File: config.mk
export PLATFORM = sky130hd
export DESIGN_NAME = mode_pins_and_ext_interrupts
export DESIGN_NICKNAME = d
export VERILOG_FILES = /design/src/pins_pkg.sv /design/src/mode_pins_and_ext_interrupts.sv
export SDC_FILE = /design/constraint.sdc
export NUM_CORES = 1
export LEC_CHECK = 0
export BUFFER_PORTS_ARGS = -buffer_cell sky130_fd_sc_hd__buf_4
export CORE_UTILIZATION = 29
export CTS_CLUSTER_DIAMETER = 50
export DETAILED_ROUTE_END_ITERATION = 10
export PLACE_DENSITY = 0.61
export SLEW_MARGIN = 20
export SYNTH_ARGS = -nofsm -noshare
export SYNTH_HDL_FRONTEND = slang
export SYNTH_SLANG_ARGS = --single-unit
File: constraint.sdc
create_clock -name clk -period 2.8 [get_ports clk]
set_clock_uncertainty 0.15 [all_clocks]
set_input_delay 0.14 -clock clk [delete_from_list [all_inputs] [get_ports clk]]
set_output_delay 0.14 -clock clk [all_outputs]
set_load 0.02 [all_outputs]
File: src/pins_pkg.sv
package pins_pkg;

  // Mode-select strap codes
  localparam logic [1:0] MODE_BSCAN = 2'h0;
  localparam logic [1:0] MODE_EMU = 2'h3;
  localparam logic [1:0] MODE_STRAP_DEFAULT = MODE_EMU;
  localparam logic [1:0] STRAP_SETTLE = 2'h3;

  // Register offsets (word addresses)
  localparam logic [3:0] ADDR_IER = 4'h0;
  localparam logic [3:0] ADDR_POL = 4'h1;
  localparam logic [3:0] ADDR_STATUS = 4'h2;
  localparam logic [3:0] ADDR_MASK = 4'h3;
  localparam logic [3:0] ADDR_GPIO_DIR = 4'h4;
  localparam logic [3:0] ADDR_GPIO_OUT = 4'h5;
  localparam logic [3:0] ADDR_GPIO_IN = 4'h6;
  localparam logic [3:0] ADDR_CONFIG = 4'h7;
  localparam logic [3:0] ADDR_MODE = 4'h8;

  // Field positions
  localparam int IER_LO = 4;
  localparam int IER_HI = 7;
  localparam int POL_LO = 0;
  localparam int POL_HI = 3;
  localparam int ST_NMI = 4;
  localparam int CFG_GP15_GPIO = 0;
  localparam int CFG_GPIO_FIFTEEN_OR_PCI_RESET = 1;
  localparam int GP15_BIT = 4;

  // Reset values
  localparam logic [7:0] IER_RESET = 8'h00;
  localparam logic [3:0] POL_RESET = 4'h0;
  localparam logic [4:0] STATUS_RESET = 5'h00;
  localparam logic [4:0] MASK_RESET = 5'h00;
  localparam logic [4:0] DIR_RESET = 5'h00;
  localparam logic [4:0] OUT_RESET = 5'h00;
  localparam logic [1:0] CFG_RESET = 2'h0;

  typedef enum logic [1:0] {
    OP_BSCAN = 2'b00,
    OP_RSVD_A = 2'b01,
    OP_RSVD_B = 2'b10,
    OP_EMU = 2'b11
  } op_mode_e;

endpackage : pins_pkg

File: src/mode_pins_and_ext_interrupts.sv
`timescale 1ns/1ps
`default_nettype none

module mode_pins_and_ext_interrupts
  import pins_pkg::*;
#(
  parameter int NUM_EXT = 4
) (
  // Clock and reset
  input wire logic clk,
  input wire logic rst_n,
  // Straps and interrupt pins
  input wire logic mode_select_bit_high,
  input wire logic mode_select_bit_low,
  input wire logic nmi_pin,
  // Shared pins 7..4 and pin 15
  input wire logic [NUM_EXT-1:0] shared_pin_in,
  output logic [NUM_EXT-1:0] shared_pin_out,
  output logic [NUM_EXT-1:0] shared_pin_oe,
  input wire logic gpio_fifteen_or_pci_reset_in,
  output logic gpio_fifteen_or_pci_reset_out,
  output logic gpio_fifteen_or_pci_reset_oe,
  // Register port
  input wire logic [3:0] addr,
  input wire logic [31:0] wdata,
  input wire logic wr_en,
  input wire logic rd_en,
  output logic [31:0] rdata,
  // Core side
  output logic nmi_pulse,
  output logic [NUM_EXT-1:0] ext_irq_pulse,
  output logic pci_reset_n,
  output logic boundary_scan_mode,
  output logic emulation_mode,
  output logic mode_reserved,
  output logic core_run_enable,
  output logic irq
);

  typedef struct packed {
    logic [1:0] mode_meta;
    logic [1:0] mode_sync;
    logic [1:0] mode_latched;
    logic strap_taken;
    logic [1:0] strap_wait;
    logic nmi_meta;
    logic nmi_sync;
    logic nmi_prev;
    logic [NUM_EXT-1:0] pin_meta;
    logic [NUM_EXT-1:0] pin_sync;
    logic [NUM_EXT-1:0] pin_prev;
    logic g15_meta;
    logic g15_sync;
    logic [7:0] interrupt_enable_bits;
    logic [3:0] pol;
    logic [4:0] status;
    logic [4:0] mask;
    logic [4:0] dir;
    logic [4:0] dout;
    logic [1:0] cfg;
    logic nmi_p;
    logic [NUM_EXT-1:0] ext_p;
    logic [31:0] rdata;
  } state_s;

  state_s state_reg;
  state_s state_next;

  function automatic logic edge_hit(input logic cur, input logic prev, input logic falling);
    edge_hit = falling ? (prev & ~cur) : (cur & ~prev);
  endfunction : edge_hit

  logic [NUM_EXT-1:0] ext_event;
  logic nmi_event;
  logic [4:0] set_bits;
  logic [4:0] clr_bits;
  op_mode_e op_mode;

  assign op_mode = op_mode_e'(state_reg.mode_latched);

  always_comb begin
    state_next = state_reg;
    // Two-flop synchronisers; first stage read only by the second
    state_next.mode_meta = {mode_select_bit_high, mode_select_bit_low};
    state_next.mode_sync = state_reg.mode_meta;
    state_next.nmi_meta = nmi_pin;
    state_next.nmi_sync = state_reg.nmi_meta;
    state_next.nmi_prev = state_reg.nmi_sync;
    state_next.pin_meta = shared_pin_in;
    state_next.pin_sync = state_reg.pin_meta;
    state_next.pin_prev = state_reg.pin_sync;
    state_next.g15_meta = gpio_fifteen_or_pci_reset_in;
    state_next.g15_sync = state_reg.g15_meta;
    // Strap caught once, only after both flops hold the pin level, not reset zeros
    if (!state_reg.strap_taken) begin
      if (state_reg.strap_wait == STRAP_SETTLE) begin
        state_next.mode_latched = state_reg.mode_sync;
        state_next.strap_taken = 1'b1;
      end else begin
        state_next.strap_wait = state_reg.strap_wait + 2'h1;
      end
    end
    nmi_event = edge_hit(state_reg.nmi_sync, state_reg.nmi_prev, 1'b0);
    for (int i = 0; i < NUM_EXT; i++) begin
      ext_event[i] = state_reg.interrupt_enable_bits[IER_LO + i]
          & ~state_reg.dir[i]
          & edge_hit(state_reg.pin_sync[i], state_reg.pin_prev[i],
                     state_reg.pol[POL_LO + i]);
    end
    state_next.nmi_p = nmi_event;
    state_next.ext_p = ext_event;
    set_bits = {nmi_event, ext_event};
    clr_bits = 5'h00;
    if (wr_en) begin
      case (addr)
        ADDR_IER: state_next.interrupt_enable_bits = wdata[7:0];
        ADDR_POL: state_next.pol = wdata[POL_HI:POL_LO];
        ADDR_STATUS: clr_bits = wdata[4:0];
        ADDR_MASK: state_next.mask = wdata[4:0];
        ADDR_GPIO_DIR: state_next.dir = wdata[4:0];
        ADDR_GPIO_OUT: state_next.dout = wdata[4:0];
        ADDR_CONFIG: begin
          // Pin 15 functions are exclusive; PCI reset wins if both set
          state_next.cfg = wdata[1:0];
          if (wdata[CFG_GPIO_FIFTEEN_OR_PCI_RESET]) begin
            state_next.cfg[CFG_GP15_GPIO] = 1'b0;
          end
        end
        default: ;
      endcase
    end
    // Set wins over a write-one clear in the same cycle
    state_next.status = (state_reg.status & ~clr_bits) | set_bits;
    state_next.rdata = 32'h0000_0000;
    if (rd_en) begin
      case (addr)
        ADDR_IER: state_next.rdata = {24'h00_0000, state_reg.interrupt_enable_bits};
        ADDR_POL: state_next.rdata = {28'h000_0000, state_reg.pol};
        ADDR_STATUS: state_next.rdata = {27'h000_0000, state_reg.status};
        ADDR_MASK: state_next.rdata = {27'h000_0000, state_reg.mask};
        ADDR_GPIO_DIR: state_next.rdata = {27'h000_0000, state_reg.dir};
        ADDR_GPIO_OUT: state_next.rdata = {27'h000_0000, state_reg.dout};
        ADDR_GPIO_IN: state_next.rdata = {27'h000_0000, state_reg.g15_sync, state_reg.pin_sync};
        ADDR_CONFIG: state_next.rdata = {30'h0000_0000, state_reg.cfg};
        ADDR_MODE: state_next.rdata = {30'h0000_0000, state_reg.mode_latched};
        default: state_next.rdata = 32'h0000_0000;
      endcase
    end
    if (!rst_n) begin
      state_next = '0;
      state_next.mode_latched = MODE_STRAP_DEFAULT;
      state_next.interrupt_enable_bits = IER_RESET;
      state_next.pol = POL_RESET;
      state_next.status = STATUS_RESET;
      state_next.mask = MASK_RESET;
      state_next.dir = DIR_RESET;
      state_next.dout = OUT_RESET;
      state_next.cfg = CFG_RESET;
    end
  end

  always_ff @(posedge clk) begin
    state_reg <= state_next;
  end

  // Nonmaskable bit ignores its mask bit entirely
  assign irq = state_reg.status[ST_NMI]
      | (|(state_reg.status[NUM_EXT-1:0] & state_reg.mask[NUM_EXT-1:0]));
  assign nmi_pulse = state_reg.nmi_p;
  assign ext_irq_pulse = state_reg.ext_p;
  assign rdata = state_reg.rdata;
  // Interrupt-enabled pins never drive
  assign shared_pin_oe = state_reg.dir[NUM_EXT-1:0] & ~state_reg.interrupt_enable_bits[IER_HI:IER_LO];
  assign shared_pin_out = state_reg.dout[NUM_EXT-1:0];
  assign gpio_fifteen_or_pci_reset_oe = state_reg.cfg[CFG_GP15_GPIO]
      & state_reg.dir[GP15_BIT];
  assign gpio_fifteen_or_pci_reset_out = state_reg.dout[GP15_BIT];
  assign pci_reset_n = ~(state_reg.cfg[CFG_GPIO_FIFTEEN_OR_PCI_RESET] & ~state_reg.g15_sync);
  assign boundary_scan_mode = (op_mode == OP_BSCAN);
  assign emulation_mode = (op_mode == OP_EMU);
  assign mode_reserved = (op_mode == OP_RSVD_A) || (op_mode == OP_RSVD_B);
  // Core runs freely under either valid strap
  assign core_run_enable = boundary_scan_mode | emulation_mode;

  // Assertions
  nmi_edge_a: assert property (@(posedge clk) disable iff (!rst_n)
      (state_reg.nmi_sync && !state_reg.nmi_prev) |=> nmi_pulse && irq)
    else $error("nmi edge not raised");
  nmi_unmasked_a: assert property (@(posedge clk) disable iff (!rst_n)
      nmi_pulse |-> irq)
    else $error("nmi masked");
  pins_input_a: assert property (@(posedge clk)
      !rst_n |=> (shared_pin_oe == '0) && !gpio_fifteen_or_pci_reset_oe)
    else $error("pin driven after reset");
  irq_pin_quiet_a: assert property (@(posedge clk) disable iff (!rst_n)
      state_reg.interrupt_enable_bits[IER_LO] |-> !shared_pin_oe[0])
    else $error("interrupt pin driven");
  ext_disabled_a: assert property (@(posedge clk) disable iff (!rst_n)
      !$past(state_reg.interrupt_enable_bits[IER_LO]) |-> !ext_irq_pulse[0])
    else $error("disabled pin interrupted");
  ext_rise_a: assert property (@(posedge clk) disable iff (!rst_n)
      (state_reg.interrupt_enable_bits[IER_LO] && !state_reg.pol[POL_LO] && !state_reg.dir[0]
       && state_reg.pin_sync[0] && !state_reg.pin_prev[0]) |=> ext_irq_pulse[0])
    else $error("rising edge missed");
  ext_fall_a: assert property (@(posedge clk) disable iff (!rst_n)
      (state_reg.pol[POL_LO] && state_reg.pin_sync[0] && !state_reg.pin_prev[0])
      |=> !ext_irq_pulse[0])
    else $error("wrong edge polarity");
  gp15_default_a: assert property (@(posedge clk)
      !rst_n |=> pci_reset_n && !gpio_fifteen_or_pci_reset_oe)
    else $error("pin 15 active by default");
  mode_decode_a: assert property (@(posedge clk) disable iff (!rst_n)
      (state_reg.mode_latched == MODE_BSCAN) |-> boundary_scan_mode && core_run_enable)
    else $error("mode decode wrong");

  // Strap decode and free running
  reserved_mode_a: assert property (@(posedge clk) disable iff (!rst_n)
      mode_reserved |-> !core_run_enable)
    else $error("reserved mode runs");

  emu_decode_a: assert property (@(posedge clk) disable iff (!rst_n)
      (state_reg.mode_latched == MODE_EMU) |-> emulation_mode && core_run_enable)
    else $error("emulation decode wrong");

  mode_exclusive_a: assert property (@(posedge clk) disable iff (!rst_n)
      $onehot({boundary_scan_mode, emulation_mode, mode_reserved}))
    else $error("mode flags overlap");

  strap_hold_a: assert property (@(posedge clk) disable iff (!rst_n)
      state_reg.strap_taken |=> $stable(state_reg.mode_latched))
    else $error("strap changed after capture");

  run_free_a: assert property (@(posedge clk) disable iff (!rst_n)
      !mode_reserved |-> core_run_enable)
    else $error("core held under valid strap");

  strap_default_a: assert property (@(posedge clk)
      !rst_n |=> state_reg.mode_latched == MODE_STRAP_DEFAULT)
    else $error("strap default wrong");

  strap_early_a: assert property (@(posedge clk) disable iff (!rst_n)
      !state_reg.strap_taken |-> state_reg.mode_latched == MODE_STRAP_DEFAULT)
    else $error("strap latched early");

  // Nonmaskable interrupt
  nmi_status_a: assert property (@(posedge clk) disable iff (!rst_n)
      nmi_pulse |-> state_reg.status[ST_NMI])
    else $error("nmi status missing");

  nmi_mask_ignored_a: assert property (@(posedge clk) disable iff (!rst_n)
      state_reg.status[ST_NMI] |-> irq)
    else $error("nmi status without irq");

  nmi_only_rise_a: assert property (@(posedge clk) disable iff (!rst_n)
      (!state_reg.nmi_sync && state_reg.nmi_prev) |=> !nmi_pulse)
    else $error("nmi on falling edge");

  nmi_set_wins_a: assert property (@(posedge clk) disable iff (!rst_n)
      nmi_event |=> state_reg.status[ST_NMI])
    else $error("nmi lost to clear");

  nmi_sticky_a: assert property (@(posedge clk) disable iff (!rst_n)
      (state_reg.status[ST_NMI] && !(wr_en && addr == ADDR_STATUS && wdata[ST_NMI]))
      |=> state_reg.status[ST_NMI])
    else $error("nmi status dropped");

  // External interrupts
  ext_status_a: assert property (@(posedge clk) disable iff (!rst_n)
      ext_irq_pulse[0] |-> state_reg.status[0])
    else $error("ext status missing");

  irq_masked_a: assert property (@(posedge clk) disable iff (!rst_n)
      ((state_reg.status[NUM_EXT-1:0] & state_reg.mask[NUM_EXT-1:0]) == '0
       && !state_reg.status[ST_NMI]) |-> !irq)
    else $error("irq without unmasked cause");

  irq_ext_a: assert property (@(posedge clk) disable iff (!rst_n)
      (state_reg.status[1] && state_reg.mask[1]) |-> irq)
    else $error("unmasked ext irq missing");

  ext_dir_out_a: assert property (@(posedge clk) disable iff (!rst_n)
      state_reg.dir[0] |=> !ext_irq_pulse[0])
    else $error("output pin interrupted");

  irq_pins_quiet_a: assert property (@(posedge clk) disable iff (!rst_n)
      (shared_pin_oe & state_reg.interrupt_enable_bits[IER_HI:IER_LO]) == '0)
    else $error("enabled pin driven");

  status_clear_a: assert property (@(posedge clk) disable iff (!rst_n)
      (wr_en && addr == ADDR_STATUS && wdata[0] && !ext_event[0]) |=> !state_reg.status[0])
    else $error("status not cleared");

  ext_set_wins_a: assert property (@(posedge clk) disable iff (!rst_n)
      ext_event[0] |=> state_reg.status[0])
    else $error("ext event lost to clear");

  ext_fall_hit_a: assert property (@(posedge clk) disable iff (!rst_n)
      (state_reg.interrupt_enable_bits[IER_LO] && state_reg.pol[POL_LO] && !state_reg.dir[0]
       && !state_reg.pin_sync[0] && state_reg.pin_prev[0]) |=> ext_irq_pulse[0])
    else $error("falling edge missed");

  ext_rise_blocked_a: assert property (@(posedge clk) disable iff (!rst_n)
      (!state_reg.pol[POL_LO] && !state_reg.pin_sync[0] && state_reg.pin_prev[0])
      |=> !ext_irq_pulse[0])
    else $error("falling edge under rising polarity");

  pol_independent_a: assert property (@(posedge clk) disable iff (!rst_n)
      (state_reg.interrupt_enable_bits[IER_HI] && state_reg.pol[POL_HI] && !state_reg.dir[3]
       && !state_reg.pin_sync[3] && state_reg.pin_prev[3]) |=> ext_irq_pulse[3])
    else $error("top polarity bit ignored");

  // Reset state of the pins
  pins_reset_quiet_a: assert property (@(posedge clk)
      !rst_n |=> shared_pin_out == '0)
    else $error("pin output set after reset");

  ier_reset_a: assert property (@(posedge clk)
      !rst_n |=> state_reg.interrupt_enable_bits == IER_RESET && !irq)
    else $error("enables set after reset");

  // Pin 15 functions
  pci_reset_mode_a: assert property (@(posedge clk) disable iff (!rst_n)
      (state_reg.cfg[CFG_GPIO_FIFTEEN_OR_PCI_RESET] && !state_reg.g15_sync) |-> !pci_reset_n)
    else $error("pci reset not passed");

  pci_idle_a: assert property (@(posedge clk) disable iff (!rst_n)
      !state_reg.cfg[CFG_GPIO_FIFTEEN_OR_PCI_RESET] |-> pci_reset_n)
    else $error("pci reset outside its mode");

  gp15_exclusive_a: assert property (@(posedge clk) disable iff (!rst_n)
      !(state_reg.cfg[CFG_GP15_GPIO] && state_reg.cfg[CFG_GPIO_FIFTEEN_OR_PCI_RESET]))
    else $error("pin 15 in both modes");

  gp15_drive_a: assert property (@(posedge clk) disable iff (!rst_n)
      gpio_fifteen_or_pci_reset_oe |-> !state_reg.cfg[CFG_GPIO_FIFTEEN_OR_PCI_RESET])
    else $error("pin 15 driven as reset input");

endmodule : mode_pins_and_ext_interrupts

`default_nettype wire

# [Word-level counts from Yosys, hierarchy flattened]
# Cells that the tools add are included.
[word_totals] ff_bits=97 out_inout_bits=53 elab_cells=104
[classes] n_addsub=1 n_eq_ne=12 n_mux=11 bitwise=44 n_reduce_logical=13
[ops] operator="$pmux 8 s9" count=1
[ops] operator="$and 1x1->1" count=19
[ops] operator="$reduce_and 2->1" count=9
[ops] operator="$not 1->1" count=17
[ops] operator="$eq 4x3->1 const B" count=4
[ops] operator="$mux 5" count=2
[ops] operator="$and 4x4->4" count=2
[ops] operator="$eq 4x2->1 const B" count=2
[ops] operator="$eq 2x2->1 const B" count=3
[ops] operator="$mux 1" count=6
[ops] operator="$and 5x5->5" count=1
[ops] operator="$not 5->5" count=1
[ops] operator="$or 5x5->5" count=1
[ops] operator="$eq 4x1->1 const B" count=1
[ops] operator="$eq 4x4->1 const B" count=1
[ops] operator="$logic_not 4->1" count=1
[ops] operator="$not 4->4" count=1
[ops] operator="$reduce_or 4->1" count=1
[ops] operator="$mux 3" count=1
[ops] operator="$add 2x1->2 const B" count=1
[ops] operator="$eq 2x1->1 const B" count=1
[ops] operator="$logic_not 2->1" count=1
[ops] operator="$mux 2" count=1
[ops] operator="$or 1x1->1" count=2
[ops] operator="$logic_or 1x1->1" count=1

# [Longest topological paths before layout]
# Gate-level depths: netlist of run 1.
[depth] ltp_word=6 ltp_mapped=6 mapped_depth_nobuf=4

# [Worst setup path before layout of run 1]
# OpenSTA, ideal clock, no wires.
[synth_path] path_kind="in2reg" start="input addr[1]" end="register state_reg, in the netlist rdata[0]" setup_time_ps=81 arrival_time_ps=1071 setup_slack_ps=1498 stages=5 path_buffers=2 cell_sequence="buf_2 -> buf_2 -> nor4b_2 -> a22oi_1 -> a41oi_1"
[synth_between] elab_chain_cells=2 word_cells_on_any_way=10
[synth_rtl] element="start: declaration" line="mode_pins_and_ext_interrupts.sv:24" source="input wire logic [3:0] addr,"
[synth_rtl] element="$eq 4x4->1 (tied with other cells)" line="mode_pins_and_ext_interrupts.sv:136" source="case (addr)"
[synth_rtl] element="$pmux 8 s9 *" line="mode_pins_and_ext_interrupts.sv:136"
[synth_rtl] element="end signal: assignment" line="mode_pins_and_ext_interrupts.sv:163" source="state_reg <= state_next;"
[synth_rtl] element="end: declaration" line="mode_pins_and_ext_interrupts.sv:66" source="state_s state_reg;"
# Mark *: on every way between the ends. The rest lies on a longest branch, timed or not.
# A chain may end at the register's enable or synchronous reset.

# [Final worst setup path of run 1]
[layout_path] start="register state_reg[54] (netlist bit)" end="output irq"
[layout_between] elab_chain_cells=3
[layout_rtl] element="$and 4x4->4" line="mode_pins_and_ext_interrupts.sv:168" source="| (|(state_reg.status[NUM_EXT-1:0] & state_reg.mask[NUM_EXT-1:0]));"
[layout_rtl] element="$reduce_or 4->1" line="mode_pins_and_ext_interrupts.sv:168"
[layout_rtl] element="$or 1x1->1" line="mode_pins_and_ext_interrupts.sv:168"
[layout_rtl] element="end: declaration" line="mode_pins_and_ext_interrupts.sv:37" source="output logic irq"
# No other way between the ends.

==> flow_summary.ini, run 1 <==
[cells_and_area]
drive_gt1_frac = 0.207
final_cell_mix = 73 x dfxtp_1, 52 x buf_4, 39 x nor2b_1
final_cells = 531
layout_commonest_cell = dfxtp_1
antenna_cells = 0
syn2layout_area_growth_pct = 23.3
nets = 437
largest_reg_flops = 53

[global_routing]
grt_pass1_vias = 2262
grt_usage = 0.131
overflow = 0
grt_start_max_net_pins = 67
antenna_found_initial = 0
grt_pass1_wl_microns = 11600

[setup_path]
reg2regPathDepth = 3
crit_arrival_ns = 1.32
endpoint_kind = output pin
cp_max_fo = 3
cp_data_required_time_ns = 2.51
startpoint = state_reg[54]$_SDFF_PN0_
timing.rr.start = state_reg[45]$_SDFFE_PN0P_
setup.worst_path.class = reg2out
start_kind = register

[timing]
relSlewSlack = 0.634
timing.final.ws_setup_ns = 1.19
fin_crit_sh = 0.574
min_period_ns = 1.61
finalSetupTns_ns = 0
slew_violations = 0
max_slew.worst_pin.slew_ns = 0.549
fin_hold_ws_ns = 0.0556
rsz0062_at_grt = no
setup_viol_count_final = 0
fmax_mhz = 622
hold_viol = 0

[place]
placed_cells = 499
place_ws_ns = 1.14
hpwl_microns = 5100
place_congestion = 0.847
port_buffers = 52

[cts]
cts.repair.resized = 0
htree_levels = 3
clkLatencyLatePin_ns = 0.33
path_clk_slew_ns = 0.06
clk_path_buf_depth = 2
cts_sinks = 73
postCtsSetupBuffers = 0
cts_tree = done
cts-root-buf = clkbuf_16
cts_hold_buf = 16
numCtsBuffers = 9

[floorplan]
core_sq_um = 11000
initial_core_util = 0.301
die_w_microns = 109
die-area_sq_um = 11800
io_pins = 101
num_rows = 38
dieHeight_microns = 109

[routing]
routedWlPerCell_microns = 13.8
drtAntennaViolNets = 0
drt_wl_total_microns = 7300
drc = 0
drt_first_iter_violations = 111
vias = 2373
drt-vias-per-instance = 4.47
first_pass_iters = 4

[min_path]
hp-class = in2reg
worst_hold_startpoint = rd_en
hold_depth = 3

[logic_synthesis]
synth-main-ff-cell = dfxtp_1
synth_area_leader_cell = dfxtp_1
syn-mean-instance-area_sq_um = 9.78
postSynthCellCount = 338
ys_async_sr_fraction = 0
ys_seq_area_frac = 0.442
yosys.area.top_type_share = 0.442
ys_warn_count = 0
synth_area_sq_um = 3310
synth.distinct_cells = 46
ys_ff_latch = 73
synthTopCellsByArea = dfxtp_1 44%, buf_4 9.1%, mux2i_1 9.1%
synth_edf_count = 0

[run_status]
status = finished clean

[pwr]
ir_drop_uv = 339
finalPower_mw = 2.62
p_leak_nw = 1.67
p_per_area_nw_per_um2 = 643

[flow_run]
maxCapViolCount = 0
[final cells by class]
class | instances | area (sq um)
clock inverter | 7 | 93.8
sequential | 73 | 1460
timing repair buffer | 68 | 551
tap | 140 | 175
fill | 1105 | 6910
inverter | 5 | 18.8
multi-input combinational | 229 | 1550
clock buffer | 9 | 225
[critical path: stages (launching register included)]
cell	delay, ns
dfxtp_1	0.33
a222oi_1	0.33
nand2_1	0.14
buf_4	0.18
[routing by layer]
layer,global-route usage,part of all wire,vias up
li1,-,-,1192
met1,0.168,0.48,1098
met2,0.208,0.46,71
met3,0.0406,0.051,12
met4,0.0463,0.016,0
met5,0,0,-
[power breakdown]
part	internal [mW]	switching [mW]
Clock	0.779	0.441
Combinational	0.126	0.167
Sequential	1.08	0.0287
[cells in the mapped netlist, drive strengths merged (2+ instances only)]
cell type  count
o21ai          3
ha             3
nand2         20
a22oi          7
a31oi          2
nor3           5
dfxtp         73
a22o           4
nor2b         39
a21boi         3
a211oi         3
a31o           6
inv            5
and4           2
nand3          3
nor2          12
and3b          2
mux2i         30
nand4b         2
a21oi          4
nand2b         2
nand3b         4
a41oi          2
buf           46
and2          28
clkbuf         8
o211ai         2
or3            5
[per-stage QoR]
| step | cell area [sq um] | util |
|---|---|---|
| finish | 4080 | 0.371 |
| floorplan | 3390 | - |
| detailed placement | 3600 | 0.328 |
| global placement | 3600 | 0.328 |
| global route | 4080 | 0.371 |
| CTS | 4080 | 0.371 |
[path summary, 6_finish.rpt]
| check | to | slack, ns |
|---|---|---|
| worst min register to register | nmi_pulse$_SDFF_PN0_ | 0.27 |
| worst max register to register | rdata[1]$_SDFF_PN0_ | 1.51 |
| worst min-delay path | rdata[4]$_SDFF_PN0_ | 0.06 |
| worst max-delay path | irq | 1.19 |
[logic make-up after synthesis]
group | after synthesis | synth area share
simple gates | 130 | 0.240
flops | 73 | 0.442
buf+inv | 59 | 0.115
compound gates | 40 | 0.0912
mux | 31 | 0.0976
fa+ha+maj | 3 | 0.0114
other cells | 1 | 0.00113
xor+xnor | 1 | 0.00265
(Power assumes the default switching activity.)
==> run 2: changes to the inputs <==
--- a/config.mk
+++ b/config.mk
@@ -5,6 +5,7 @@
 export SDC_FILE = /design/constraint.sdc
 export NUM_CORES = 1
 export LEC_CHECK = 0
+export ABC_AREA = 1
 export BUFFER_PORTS_ARGS = -buffer_cell sky130_fd_sc_hd__buf_4
 export CORE_UTILIZATION = 29
 export CTS_CLUSTER_DIAMETER = 50
==> constraint.sdc (replaced) <==
create_clock -name clk -period 1.5 [get_ports clk]
set_clock_uncertainty 0.15 [all_clocks]
set_input_delay 0.075 -clock clk [delete_from_list [all_inputs] [get_ports clk]]
set_output_delay 0.075 -clock clk [all_outputs]
set_load 0.02 [all_outputs]
==> flow_summary.ini, run 2 <==
[run_status]
status = finished clean

[routing]
first_pass_iters = 5
met1_length_microns = 3310
drt_wl_total_microns = 7550
drtAntennaViolNets = 0
routedWlPerCell_microns = 12.0
wl_met3_microns = 665
drc = 0
wl_met2_microns = 3450
vias = 2746
drt_first_iter_violations = 160
top_layer_used = met4
drt-vias-per-instance = 4.35

[logic_synthesis]
synth.distinct_cells = 21
synth_common_cells = 73 x dfxtp_1, 66 x nand2_1, 62 x inv_1
yosys.area.top_type_share = 0.463
ys_warn_count = 0
synth.most_common_cell = dfxtp_1
synth_edf_count = 0
synthTopCellsByArea = dfxtp_1 46%, buf_4 10%, nand2_1 7.9%
syn-mean-instance-area_sq_um = 7.51
postSynthCellCount = 420
ys_ff_latch = 73
synth_area_leader_cell = dfxtp_1
synth-main-ff-cell = dfxtp_1
ys_async_sr_fraction = 0
synth_area_sq_um = 3150
ys_seq_area_frac = 0.463

[setup_path]
path_buf_inv = 1
rrSetupSlack_ns = 0.25
timing.rr.start = state_reg[88]$_SDFFE_PN0P_
setup.worst_path.end = irq
cp_slowest_stage_delay_ns = 0.34
crit_family = flip-flops
setup.worst_path.class = reg2out
cp_max_fo = 3
cp_data_required_time_ns = 1.27
reg2regPathDepth = 4
endpoint_kind = output pin
cp_slowest_cell = dfxtp_1
path_cells = a21oi_2, o2111ai_2, buf_4
cp.depth = 3
crit_arrival_ns = 1.20
reg2reg_to = state_reg[88]$_SDFFE_PN0P_
startpoint = state_reg[56]$_SDFF_PN0_
start_kind = register

[cells_and_area]
fill_cells = 1070
layout_commonest_cell = dfxtp_1
final_cells = 631
syn2layout_area_growth_pct = 28.3
final_cell_mix = 71 x dfxtp_1, 66 x nand2_1, 62 x inv_1, 62 x buf_4, 42 x a21oi_1
largest_reg_flops = 53
antenna_cells = 0
nets = 541
drive_gt1_frac = 0.186

[cts]
numCtsBuffers = 9
path_clk_slew_ns = 0.08
cts-root-buf = clkbuf_8
htree_levels = 3
cts_tree = done
clk_path_buf_depth = 2
clkLatencyLatePin_ns = 0.35
cts_sinks = 73

[timing]
fin_crit_sh = 0.949
rsz0062_at_grt = no
fmax_mhz = 702
setup_viol_count_final = 0
finalSetupTns_ns = 0
slew_violations = 0
hold_viol = 0
min_period_ns = 1.42

[place]
port_buffers = 52
hpwl_microns = 5370
place_congestion = 0.816
placed_cells = 590

[floorplan]
initial_core_util = 0.303
die-area_sq_um = 11300
die_w_microns = 106
dieHeight_microns = 106
num_rows = 37
io_pins = 101
core_sq_um = 10400

[flow_run]
maxCapViolCount = 0

[global_routing]
grt_pass1_wl_microns = 12400
grt_pass1_vias = 2568
grt_usage = 0.141
overflow = 0
grt_start_max_net_pins = 23
antenna_found_initial = 0

[pwr]
ir_drop_uv = 549
p_leak_nw = 1.81
p_per_area_nw_per_um2 = 1100

[min_path]
hp-class = in2reg
-- run 2: worst min-delay path by stage --
stage / slack, ns / cells after the start / end / from
floorplan: 0.02 / 2 / state_reg[72]$_SDFF_PN0_ / gpio_fifteen_or_pci_reset_in
global placement: 0.11 / 3 / state_reg[87]$_SDFF_PN0_ / nmi_pin
detailed placement: 0.11 / 3 / state_reg[87]$_SDFF_PN0_ / nmi_pin
CTS: 0.01 / 4 / state_reg[55]$_SDFF_PN0_ / wdata[1]
global route: 0.03 / 3 / rdata[7]$_SDFF_PN0_ / rd_en
finish: 0.03 / 4 / state_reg[55]$_SDFF_PN0_ / wdata[1]
-- run 2: power breakdown --
| group | internal, mW | total, mW | switching [mW] |
|---|---|---|---|
| sequential | 2.02 | 2.07 | 0.0488 |
| combinational | 0.262 | 0.625 | 0.363 |
| clock | 0.957 | 1.73 | 0.777 |
| total | 3.24 | 4.43 | 1.19 |
-- run 2: per-layer routing --
| metal | global-route usage | vias up |
|---|---|---|
| met5 | 0 | - |
| met4 | 0.0476 | 0 |
| met3 | 0.0454 | 11 |
| met2 | 0.218 | 132 |
| met1 | 0.185 | 1187 |
| li1 | - | 1416 |
-- run 2: timing repair --
item | CTS | global route
resized for setup | 2 | 7
endpoints found under the setup margin | 2 | 4
gates cloned | 0 | 0
hold endpoints to repair | 40 | 0
setup buffers | 0 | 2
hold buffers | 23 | 0
-- run 2: cells by family (layout without fill, tap and decap cells) --
| logic type | after synthesis | after routing | share of synthesized area |
|---|---|---|---|
| AO/OA/AOI/OAI | 87 | 87 | 0.142 |
| adder cells (fa/ha/maj) | 3 | 3 | 0.0119 |
| buffers and inverters | 114 | 166 | 0.187 |
| flip-flops | 73 | 73 | 0.463 |
| other | 1 | 24 | 0.00119 |
| AND/OR/NAND/NOR | 142 | 142 | 0.194 |
-- run 2: tightest hold or removal path: stages --
cell and delay [ns]:
buf_4 0.13, nand2_1 0.05, o21ai_0 0.09, a21oi_1 0.14
-- run 2: layout make-up --
class                           count  area, sq um  share of cell area
Sequential cell                    73         1470               0.363
Clock inverter                      7          103              0.0254
Inverter                           63          240              0.0594
Clock buffer                        9          124              0.0306
Timing Repair Buffer               87          727               0.180
Tap cell                          136          170              0.0421
Multi-Input combinational cell    256         1210               0.300
-- run 2: per-stage QoR --
stage | total power [mW] | setup WS (ns) | utilization | hold slack [ns] | cell area, sq um
after global placement | 2.64 | 0.135 | 0.339 | 0.113 | 3530
after CTS | 4.44 | 0.00731 | 0.383 | 0.0125 | 3990
final | 4.43 | 0.0760 | 0.388 | 0.0287 | 4040
after floorplan | 2.50 | 0.325 | - | 0.0226 | 3240
after global routing | 4.66 | 0.00496 | 0.388 | 0.0286 | 4040
after detailed placement | 2.65 | 0.0973 | 0.339 | 0.111 | 3530
==> run 3: changes to the inputs <==
--- a/config.mk
+++ b/config.mk
@@ -7,10 +7,12 @@
 export LEC_CHECK = 0
 export ABC_AREA = 1
 export BUFFER_PORTS_ARGS = -buffer_cell sky130_fd_sc_hd__buf_4
+export CELL_PAD_IN_SITES_DETAIL_PLACEMENT = 1
+export CELL_PAD_IN_SITES_GLOBAL_PLACEMENT = 1
 export CORE_UTILIZATION = 29
 export CTS_CLUSTER_DIAMETER = 50
 export DETAILED_ROUTE_END_ITERATION = 10
-export PLACE_DENSITY = 0.61
+export PLACE_DENSITY = 0.78
 export SLEW_MARGIN = 20
 export SYNTH_ARGS = -nofsm -noshare
 export SYNTH_HDL_FRONTEND = slang
==> flow_summary.ini, run 3 (synthesis gave the netlist of run 2 again) <==
[place]
place_congestion = 0.791
hpwl_microns = 6180
port_buffers = 52
placed_cells = 591

[timing]
hold_viol = 0
timing.final.ws_setup_ns = -0.000264
fmax_mhz = 667
min_period_ns = 1.50
slew_violations = 0
rsz0062_at_grt = yes
setup_viol_count_final = 1
finalSetupTns_ns = -0.000264
fin_crit_sh = 1.00
fin_hold_ws_ns = 0.0203

[cells_and_area]
antenna_cells = 0
fill_cells = 1310
final_cells = 635
nets = 545
utilization = 0.392
largest_reg_flops = 53
final_cell_mix = 71 x dfxtp_1, 65 x nand2_1, 65 x buf_4
drive_gt1_frac = 0.190
layout_commonest_cell = dfxtp_1
syn2layout_area_growth_pct = 29.4

[setup_path]
setup.worst_path.end = state_reg[37]$_SDFFE_PN0P_
setup.worst_path.class = in2reg
rrSetupSlack_ns = 0.22
reg2regPathDepth = 4
cp_max_fo = 7
reg2reg_to = state_reg[88]$_SDFFE_PN0P_
endpoint_kind = register
crit_arrival_ns = 1.63
start_kind = input port
startpoint = wdata[1]
timing.rr.start = state_reg[88]$_SDFFE_PN0P_
cp_data_required_time_ns = 1.63

[pwr]
p_per_area_nw_per_um2 = 1130
p_leak_nw = 1.84
ir_drop_uv = 570
finalPower_mw = 4.61

[cts]
numCtsBuffers = 9
cts-root-buf = clkbuf_8
path_clk_slew_ns = 0.07
clkLatencyLatePin_ns = 0.36
clk_path_buf_depth = 2
htree_levels = 3
cts_sinks = 73
cts_tree = done

[global_routing]
grt_pass1_vias = 2806
grt_pass1_wl_microns = 13800
antenna_found_initial = 0
overflow = 0
grt_usage = 0.159
grt_start_max_net_pins = 21

[routing]
top_layer_used = met4
vias = 2877
drt_wl_total_microns = 8620
drc = 0
first_pass_iters = 4
drt_first_iter_violations = 65
routedWlPerCell_microns = 13.6
drtAntennaViolNets = 0
drt-vias-per-instance = 4.53
met1_length_microns = 4070
wl_met2_microns = 4020
wl_met3_microns = 302

[floorplan]
die_w_microns = 106
dieHeight_microns = 106
die-area_sq_um = 11300
initial_core_util = 0.303
core_sq_um = 10400
io_pins = 101
num_rows = 37

[run_status]
status = finished with violations
violations = negative setup slack

[min_path]
hp-class = in2reg

[flow_run]
maxCapViolCount = 0
[run 3: what timing repair did]
item,in CTS,in global routing
resized for setup,2,10
endpoints found under the setup margin,2,5
buffers inserted,1,3
hold buffers,22,2
hold endpoints to repair,38,3
pin swaps,0,1
[run 3: cell type report]
class	instances	area, sq um	area share
Multi-Input combinational cell	256	1210	0.297
Inverter	63	236	0.0580
Clock inverter	6	105	0.0258
Tap cell	136	170	0.0417
Timing Repair Buffer	91	751	0.184
Sequential cell	73	1470	0.360
Clock buffer	10	138	0.0337
[run 3: worst min-delay path by stage]
stage | endpoint | from | slack [ns] | cells after the start
after floorplan | state_reg[72]$_SDFF_PN0_ | gpio_fifteen_or_pci_reset_in | 0.02 | 2
after global placement | state_reg[82]$_SDFF_PN0_ | shared_pin_in[1] | 0.12 | 3
after detailed placement | state_reg[87]$_SDFF_PN0_ | nmi_pin | 0.11 | 3
after CTS | state_reg[86]$_SDFF_PN0_ | rst_n | 0.003 | 4
after global routing | op_mode[1]$_SDFFE_PN1P_ | rst_n | 0.03 | 3
final | state_reg[86]$_SDFF_PN0_ | rst_n | 0.02 | 4
[run 3: power by group]
group	switching, mW	internal, mW	leakage (nW)	total (mW)
Combinational	0.380	0.265	1.12	0.646
Clock	0.749	1.14	0.126	1.89
Sequential	0.0493	2.02	0.594	2.07
[run 3: critical path, stage by stage]
cell and delay, ns:
dlygate4sd3_1 0.55, buf_6 0.14, nor2_4 0.11, nand2_2 0.05
dlygate4sd3_1 0.56, a21oi_1 0.14
[run 3: per-layer routing]
layer	track usage	vias up
met1	0.200	1367
met3	0.0343	18
met5	0	-
met2	0.261	77
li1	-	1415
met4	0.0704	0
[run 3: through the flow]
stage | cell area (sq um) | setup WS, ns
after floorplan | 3240 | 0.325
after global placement | 3530 | 0.136
after detailed placement | 3530 | 0.0500
after CTS | 4000 | 0.00241
after global routing | 4080 | -0.0479
final | 4080 | -0.000264
